`src/logic/temp_limit_defines.svh`:
```
// Command codes, field positions, reset values and counts for the temperature limit block.
// Assumes inclusion by bare name from the package and the design modules.
`ifndef TEMP_LIMIT_DEFINES_SVH
`define TEMP_LIMIT_DEFINES_SVH

// Command codes of the threshold and action registers
`define TL_HOT_WARN_CODE    8'h51
`define TL_COLD_WARN_CODE   8'h52
`define TL_COLD_FAULT_CODE  8'h53
`define TL_COLD_ACTION_CODE 8'h54

// Field positions inside the action register
`define TL_RESP_HI  7
`define TL_RESP_LO  6
`define TL_RETRY_HI 5
`define TL_RETRY_LO 3
`define TL_DLY_HI   2
`define TL_DLY_LO   0

// Retry codes with special meaning
`define TL_RETRY_NONE    3'h0
`define TL_RETRY_FOREVER 3'h7

// Reset values
`define TL_HOT_WARN_RST    16'h0000
`define TL_COLD_WARN_RST   16'h0000
`define TL_COLD_FAULT_RST  16'h0000
`define TL_COLD_ACTION_RST 8'h00

// Linear format layout and conversion
`define TL_MANT_HI  10
`define TL_EXP_HI   15
`define TL_EXP_LO   11
`define TL_EXP_BIAS 16
`define TL_FIX_W    48

`endif

```
`src/logic/temp_limit_pkg.sv`:
```
// Types shared by the temperature limit block.
// Assumes the defines header is on the include path.
`include "temp_limit_defines.svh"

package temp_limit_pkg;

   // Response to an under-temperature fault
   typedef enum logic [1:0] {
      RESP_IGNORE = 2'b00,
      RESP_RUN_ON = 2'b01,
      RESP_STOP   = 2'b10,
      RESP_HOLD   = 2'b11
   } resp_t;

   // Output supervision states
   typedef enum logic [2:0] {
      ST_OFF   = 3'b000,
      ST_RUN   = 3'b001,
      ST_RUNON = 3'b010,
      ST_WAIT  = 3'b011,
      ST_LATCH = 3'b100,
      ST_HOLD  = 3'b101
   } fsm_t;

   // Whole state of the top module
   typedef struct packed {
      fsm_t        fsm;
      logic [15:0] hot_thr;
      logic [15:0] cold_warn_thr;
      logic [15:0] cold_fault_thr;
      logic [7:0]  action;
      logic [7:0]  timer;
      logic [2:0]  tries;
      logic [2:0]  sync;
      logic        ctrl_on;
      logic        out_en;
      logic        hot_warn;
      logic        cold_warn;
      logic        cold_fault;
      logic        latched_off;
      logic [15:0] rd_data;
      logic        rd_valid;
      logic        nak;
   } top_state_t;

   // Whole state of one comparator
   typedef struct packed {
      logic lt;
      logic gt;
   } cmp_state_t;

endpackage

```
`src/logic/linear_compare.sv`:
```
// Registered comparison of two values in Linear numeric format.
// Assumes both inputs come from logic on the same clock.
`include "temp_limit_defines.svh"

module linear_compare
   import temp_limit_pkg::*;
(
   input  wire logic        sys_clk_i,
   input  wire logic        sys_rst_i,
   input  wire logic [15:0] a_i,
   input  wire logic [15:0] b_i,
   output logic             a_lt_b_o,
   output logic             a_gt_b_o
);

   cmp_state_t s_q;
   cmp_state_t s_d;

   // Mantissa scaled by two to the exponent, in a common fixed-point grid
   function automatic logic signed [`TL_FIX_W-1:0] lin_fix(input logic [15:0] v);
      logic signed [`TL_FIX_W-1:0] m;
      logic [5:0]                  sh;
      m  = `TL_FIX_W'(signed'(v[`TL_MANT_HI:0]));
      sh = 6'(signed'(v[`TL_EXP_HI:`TL_EXP_LO]) + `TL_EXP_BIAS);
      return m <<< sh;
   endfunction

   // Compare in fixed point
   always_comb begin
      s_d    = s_q;
      s_d.lt = lin_fix(a_i) < lin_fix(b_i);
      s_d.gt = lin_fix(a_i) > lin_fix(b_i);
   end

   // State register
   always_ff @(posedge sys_clk_i or posedge sys_rst_i) begin
      if (sys_rst_i) begin
         s_q <= '0;
      end else begin
         s_q <= s_d;
      end
   end

   assign a_lt_b_o = s_q.lt;
   assign a_gt_b_o = s_q.gt;

endmodule

```
`src/logic/temp_limit_fault_response.sv`:
```
// Temperature thresholds and under-temperature fault response with timed retries.
// Assumes the command decoder delivers register accesses as one-cycle strobes and a
// delay-unit tick arrives from the time-unit configuration elsewhere.
`include "temp_limit_defines.svh"

// What this block does
// - Holds a writable 16-bit Linear over-temperature warning threshold.
// - Holds a writable 16-bit Linear under-temperature warning threshold.
// - Holds a 16-bit Linear under-temperature fault threshold used for fault detection.
// - Response 00 ignores the fault; output keeps running.
// - Response 01 runs on for the delay, then applies retry field if fault remains.
// - Response 10 disables output at once, then follows the retry field.
// - Response 11 holds output off while faulted, re-enables when fault goes.
// - Retry 000 makes no restart; output off until fault is cleared.
// - Retry 001 to 110 allow one to six restarts, then stay off until cleared.
// - Restart attempts start apart by the delay count times the delay unit.
// - Retry 111 retries forever until commanded off or another fault stops it.
// - Delay count field selects two to the field value units, 1 to 128.
// - One delay count serves run-on time and restart spacing; unit comes from outside.
module temp_limit_fault_response
   import temp_limit_pkg::*;
(
   input  wire logic        sys_clk_i,
   input  wire logic        sys_rst_i,
   input  wire logic        cmd_wr_i,
   input  wire logic        cmd_rd_i,
   input  wire logic [7:0]  cmd_code_i,
   input  wire logic [15:0] cmd_data_i,
   input  wire logic [15:0] temp_i,
   input  wire logic        unit_tick_i,
   input  wire logic        ctrl_pin_i,
   input  wire logic        op_on_i,
   input  wire logic        other_fault_i,
   input  wire logic        fault_clear_i,
   output logic [15:0]      rd_data_o,
   output logic             rd_valid_o,
   output logic             cmd_nak_o,
   output logic             out_en_o,
   output logic             hot_warn_o,
   output logic             cold_warn_o,
   output logic             cold_fault_o,
   output logic             latched_off_o,
   output logic [2:0]       tries_o
);

   top_state_t  s_q;
   top_state_t  s_d;
   logic [15:0] thr   [3];
   logic [2:0]  cmp_lt;
   logic [2:0]  cmp_gt;

   // Comparator operands: hot warning, cold warning, cold fault
   assign thr[0] = s_q.hot_thr;
   assign thr[1] = s_q.cold_warn_thr;
   assign thr[2] = s_q.cold_fault_thr;

   // One comparator per threshold
   for (genvar i = 0; i < 3; i++) begin : g_cmp
      linear_compare u_cmp (
         .sys_clk_i (sys_clk_i),
         .sys_rst_i (sys_rst_i),
         .a_i       (temp_i),
         .b_i       (thr[i]),
         .a_lt_b_o  (cmp_lt[i]),
         .a_gt_b_o  (cmp_gt[i])
      );
   end

   // Next state: register access, pin sync, fault supervision
   always_comb begin
      logic       fault;
      logic       cmd_on;
      logic       tick_done;
      logic       retry_ok;
      logic [2:0] retry;
      logic [7:0] units;
      resp_t      resp;
      s_d         = s_q;
      resp        = resp_t'(s_q.action[`TL_RESP_HI:`TL_RESP_LO]);
      retry       = s_q.action[`TL_RETRY_HI:`TL_RETRY_LO];
      units       = 8'h01 << s_q.action[`TL_DLY_HI:`TL_DLY_LO];
      fault       = cmp_lt[2];
      cmd_on      = s_q.ctrl_on && op_on_i;
      tick_done   = unit_tick_i && (s_q.timer == 8'h01);
      retry_ok    = (retry == `TL_RETRY_FOREVER) || (s_q.tries < retry);
      s_d.rd_valid = 1'b0;
      s_d.nak      = 1'b0;
      // Control pin: three stages, taken once the last two agree
      s_d.sync = {s_q.sync[1:0], ctrl_pin_i};
      if (s_q.sync[1] == s_q.sync[2]) begin
         s_d.ctrl_on = s_q.sync[2];
      end
      // Register writes
      if (cmd_wr_i) begin
         case (cmd_code_i)
            `TL_HOT_WARN_CODE:    s_d.hot_thr = cmd_data_i;
            `TL_COLD_WARN_CODE:   s_d.cold_warn_thr = cmd_data_i;
            `TL_COLD_FAULT_CODE:  s_d.cold_fault_thr = cmd_data_i;
            `TL_COLD_ACTION_CODE: s_d.action = cmd_data_i[7:0];
            default:              s_d.nak = 1'b1;
         endcase
      end
      // Register reads
      if (cmd_rd_i) begin
         s_d.rd_valid = 1'b1;
         case (cmd_code_i)
            `TL_HOT_WARN_CODE:    s_d.rd_data = s_q.hot_thr;
            `TL_COLD_WARN_CODE:   s_d.rd_data = s_q.cold_warn_thr;
            `TL_COLD_FAULT_CODE:  s_d.rd_data = s_q.cold_fault_thr;
            `TL_COLD_ACTION_CODE: s_d.rd_data = {8'h00, s_q.action};
            default: begin
               s_d.rd_data = 16'h0000;
               s_d.nak     = 1'b1;
            end
         endcase
      end
      // Limit flags
      s_d.hot_warn   = cmp_gt[0];
      s_d.cold_warn  = cmp_lt[1];
      s_d.cold_fault = fault;
      // Delay timer counts unit ticks down to zero
      if (unit_tick_i && (s_q.timer != 8'h00)) begin
         s_d.timer = s_q.timer - 8'h01;
      end
      case (s_q.fsm)
         ST_OFF: begin
            s_d.fsm = ST_RUN;
         end
         ST_RUN: begin
            if (fault) begin
               case (resp)
                  RESP_IGNORE: s_d.fsm = ST_RUN;
                  RESP_RUN_ON: begin
                     s_d.fsm   = ST_RUNON;
                     s_d.timer = units;
                  end
                  RESP_STOP: begin
                     s_d.fsm   = retry_ok ? ST_WAIT : ST_LATCH;
                     s_d.timer = units;
                  end
                  RESP_HOLD:   s_d.fsm = ST_HOLD;
                  default:     s_d.fsm = ST_RUN;
               endcase
            end
         end
         ST_RUNON: begin
            if (tick_done) begin
               if (!fault) begin
                  s_d.fsm = ST_RUN;
               end else begin
                  s_d.fsm   = retry_ok ? ST_WAIT : ST_LATCH;
                  s_d.timer = units;
               end
            end
         end
         ST_WAIT: begin
            if (tick_done) begin
               s_d.fsm = ST_RUN;
               if (retry != `TL_RETRY_FOREVER) begin
                  s_d.tries = s_q.tries + 3'h1;
               end
            end
         end
         ST_LATCH: begin
            if (fault_clear_i) begin
               s_d.fsm = ST_RUN;
            end
         end
         ST_HOLD: begin
            if (!fault) begin
               s_d.fsm = ST_RUN;
            end
         end
         default: s_d.fsm = ST_OFF;
      endcase
      // Command off or another fault overrides the state machine and the attempt count
      if (!cmd_on || other_fault_i) begin
         s_d.fsm   = ST_OFF;
         s_d.tries = 3'h0;
      end
      if (fault_clear_i) begin
         s_d.tries = 3'h0;
      end
      s_d.out_en      = (s_d.fsm == ST_RUN) || (s_d.fsm == ST_RUNON);
      s_d.latched_off = (s_d.fsm == ST_LATCH);
   end

   // State register
   always_ff @(posedge sys_clk_i or posedge sys_rst_i) begin
      if (sys_rst_i) begin
         s_q                <= '0;
         s_q.fsm            <= ST_OFF;
         s_q.hot_thr        <= `TL_HOT_WARN_RST;
         s_q.cold_warn_thr  <= `TL_COLD_WARN_RST;
         s_q.cold_fault_thr <= `TL_COLD_FAULT_RST;
         s_q.action         <= `TL_COLD_ACTION_RST;
      end else begin
         s_q <= s_d;
      end
   end

   // Outputs straight from the state register
   assign rd_data_o     = s_q.rd_data;
   assign rd_valid_o    = s_q.rd_valid;
   assign cmd_nak_o     = s_q.nak;
   assign out_en_o      = s_q.out_en;
   assign hot_warn_o    = s_q.hot_warn;
   assign cold_warn_o   = s_q.cold_warn;
   assign cold_fault_o  = s_q.cold_fault;
   assign latched_off_o = s_q.latched_off;
   assign tries_o       = s_q.tries;

endmodule

```
`config.mk`:
```
export PLATFORM = sky130hd
export DESIGN_NAME = temp_limit_fault_response
export DESIGN_NICKNAME = d
export VERILOG_FILES = /design/src/logic/temp_limit_pkg.sv /design/src/logic/linear_compare.sv /design/src/logic/temp_limit_fault_response.sv
export VERILOG_INCLUDE_DIRS = /design/src /design/src/logic
export SDC_FILE = /design/constraint.sdc
export NUM_CORES = 1
export LEC_CHECK = 0
export BUFFER_PORTS_ARGS = -buffer_cell sky130_fd_sc_hd__buf_2
export CAP_MARGIN = 0
export CORE_MARGIN = 4
export CORE_UTILIZATION = 35
export DETAILED_ROUTE_END_ITERATION = 8
export PLACE_DENSITY = 0.51
export SYNTH_ARGS = -nofsm -noshare
export SYNTH_HDL_FRONTEND = slang
export SYNTH_SLANG_ARGS = --single-unit
export TNS_END_PERCENT = 100
```
`constraint.sdc`:
```
create_clock -name sys_clk_i -period 3.03 [get_ports sys_clk_i]
set_input_delay 0 -clock sys_clk_i [delete_from_list [all_inputs] [get_ports sys_clk_i]]
set_output_delay 0 -clock sys_clk_i [all_outputs]
set_load 0.03 [all_outputs]
```
==> flow_summary.ini <==
[synth]
synth.distinct_cells = 71
synth_async_sr_flop_share_pct = 100
synthCells = 1342
yosysMostFrequentCell = nand2_1
synth_nets = 1524
ys_ff_latch = 100
synth_area_leaders = dfrtp_1 23%, ha_1 15%, mux2i_1 9.1%
seq_area_frac_synth_pct = 22.6
ys.flop_type = dfrtp_1
synth_edf_count = 0
synth_top_family_by_area = compound AO/OA/AOI/OAI gates
synth_mux_area_share_pct = 16.1
synth_compound_area_share_pct = 21.9
yosysWarnings = 0
synthTopCellsByCount = 142 x nand2_1, 133 x ha_1, 110 x o21ai_0
synth_top_area_share_pct = 22.6
synthAdderAreaFrac_pct = 15.2
syn-cell-area_um2 = 11000
synth_top_area_cell = dfrtp_1
yosys.area_share.xor_xnor_pct = 0.872
syn_area_per_cell_um2 = 8.23
yosys.area_share.simple_pct = 17.1

[route]
dr.pass1.iters = 6
vias = 11300
wl_per_cell_um = 19.3
drt_wl_total_um = 39300
ant_nets = 0
vias_per_cell = 5.54
drc = 0
drtIter0Drc = 955

[cells_and_area]
nets = 1816
n_antenna_cell = 0
final_area_um2 = 14600
instances_no_fill = 2035
drive_gt1_share_pct = 33.0
syn2layout_area_growth_pct = 32.1
fill_cells = 2971

[flow_run]
drv_cap = 0

[sta]
drv_slew = 0
fin_worst_skew_ps = 17.5
setup-violations-final = 2
timing.fmax_ghz = 0.312
slew_headroom_pct = 45.1
setup_slack_ps = -174
period_needed_ps = 3200
worst_slew_pin_slew_ps = 815
finalCritPeriodShare_pct = 106
rsz0062_at_grt = true
hold_viol_final = 0

[critical_path]
critPathMaxFanout = 6
crit_type = register to register
start_kind = register
reg2reg_slack_ps = -170
worstSetupEndpointType = register
crit_required_ps = 3310
cp_data_arrival_time_ps = 3490

[placed_design]
portBuffers = 74
placed_cell_area_um2 = 13600
gp_congestion = 0.951
hpwlAfterDp_um = 32100
dp_cells = 1987

[clocking]
clkTransAtPathRegs_ps = 90
cts_tree = done
cts_buffer_depth = 2
clock_sinks = 100
htree_levels = 3
clock_latency_ps = 360
root_buffer = clkbuf_16
cts_buffers = 9

[power_and_ir_drop]
vdd_drop_max_mv = 0.333
p_per_area_nw_per_um2 = 349
p_leak_uw = 0.00674

[die]
die_w_um = 186
design.die.area_um2 = 34500
num_rows = 64
core_area_um2 = 30800
start_util_pct = 35.8
die_y_um = 186
ios = 75

[global_route]
grt_pass1_wl_um = 61600
grt_max_degree = 54
antenna_found_initial = 0
grt.total_usage_pct = 22.7
grt-ovfl-total = 0
first_global_vias = 10900

[outcome]
violations = setup timing
status = finished, violations left

[hold_path]
hold_path.class = input pin to register
[cell families after synthesis]
family                   count (synthesis)
AO/OA/AOI/OAI                          382
XOR/XNOR                                11
adder cells (fa/ha/maj)                134
buffers and inverters                  148
flip-flops                             100
multiplexers                           169
AND/OR/NAND/NOR                        398
[layout make-up]
type / instances / area (um^2) / area share [%]
Clock buffer: 10 / 239 / 1.64
Clock inverter: 6 / 83.8 / 0.574
Inverter: 42 / 160 / 1.10
Multi-Input combinational cell: 1094 / 8270 / 56.6
Sequential cell: 100 / 2510 / 17.2
Tap cell: 396 / 495 / 3.39
Timing Repair Buffer: 387 / 2850 / 19.5
[sequential cells by signal, summed over array words and instances, names as in the netlist]
signal,count
g_cmp.u_cmp.a_gt_b_o,1
s_d,2
cold_warn_o,1
cmd_nak_o,1
latched_off_o,1
rd_valid_o,1
cold_fault_o,1
tries_o,3
g_cmp.u_cmp.a_lt_b_o,2
s_q,69
rd_data_o,16
out_en_o,1
hot_warn_o,1
[worst paths after layout]
path,startpoint,end,cells after the start
setup / recovery,s_q[58]$_DFFE_PP0P_,g_cmp[2].u_cmp.a_lt_b_o$_DFF_PP0_,14
hold / removal,cmd_code_i[2],cmd_nak_o$_DFF_PP0_,3
setup reg to reg,s_q[58]$_DFFE_PP0P_,g_cmp[2].u_cmp.a_lt_b_o$_DFF_PP0_,14
hold reg to reg,s_d[25]$_DFF_PP0_,s_d[26]$_DFF_PP0_,0
max in group asynchronous,sys_rst_i,s_q[58]$_DFFE_PP0P_,4
min in group asynchronous,sys_rst_i,hot_warn_o$_DFF_PP0_,3
[layer usage]
layer	vias to the layer above	track usage [%]	share of wire [%]	routed length [um]
li1	5541	-	-	-
met1	5361	33.2	48	19000
met2	322	35.5	44	17500
met3	55	2.56	4.6	1800
met4	0	6.06	2.7	1050
met5	-	0	0	0
[what timing repair did]
action                                  CTS  global route
endpoints found under the setup margin    3             3
hold buffers                             19             0
buffers inserted                          7             6
gates resized for setup                  59            58
pin swaps                                14            26
hold endpoints to repair                103             0
[metrics by stage]
step                hold WS [ps]  setup slack [ps]  util [%]  total power [uW]  setup TNS, ps
CTS                         17.5              -150      46.6              5050           -203
finish                      29.8              -174      47.3              5090           -292
detailed placement           114              -321      44.0              3680           -783
floorplan                   31.4              13.8         -              2810              0
global route                34.3              -339      47.3              5420           -773
global placement             111              -304      44.0              3660           -634
[critical path, cell delays in order, from the launching register on]
cell     delay, ps
dfrtp_2        470
buf_6          150
mux2i_1        140
mux2i_1        250
a21oi_2        120
mux2i_2        240
o21ai_1        120
ha_1           280
nand4_1        100
or4_4          560
nor4_4         170
o21a_1         170
a31oi_1         50
nand3_1        110
mux2i_1        200
[power breakdown]
group	switching [uW]	internal [uW]	leakage, uW
clock	584	682	0.000158
sequential	144	1450	0.00131
combinational	1200	1030	0.00527
total	1930	3160	0.00674
[layout by cell type (no fill, tap or decap), types with 8 or more instances in the layout]
cell type / synthesis / layout
buf_4: 23 / 285
inv_1: 37 / 36
mux2i_1: 101 / 77
a21o_1: 33 / 33
o211ai_1: 17 / 17
nand3_1: 31 / 31
nand2_1: 142 / 140
o31a_1: 9 / 9
ha_1: 133 / 128
o21ai_0: 110 / 84
a21oi_2: 0 / 15
a22o_1: 9 / 9
buf_2: 9 / 74
nor2_1: 99 / 97
nand4_1: 25 / 25
a22oi_1: 24 / 22
o21a_1: 8 / 8
nor3_1: 26 / 21
mux2i_2: 0 / 18
a31oi_1: 24 / 23
a222oi_1: 8 / 8
nor2b_1: 17 / 17
and2_1: 13 / 12
o21ai_1: 1 / 20
mux2_2: 68 / 67
a21oi_1: 89 / 73
dlygate4sd3_1: 0 / 19
clkbuf_16: 0 / 9
nand2b_1: 12 / 12
dfrtp_1: 100 / 97
No activity file was read; power rests on OpenSTA's default activity.
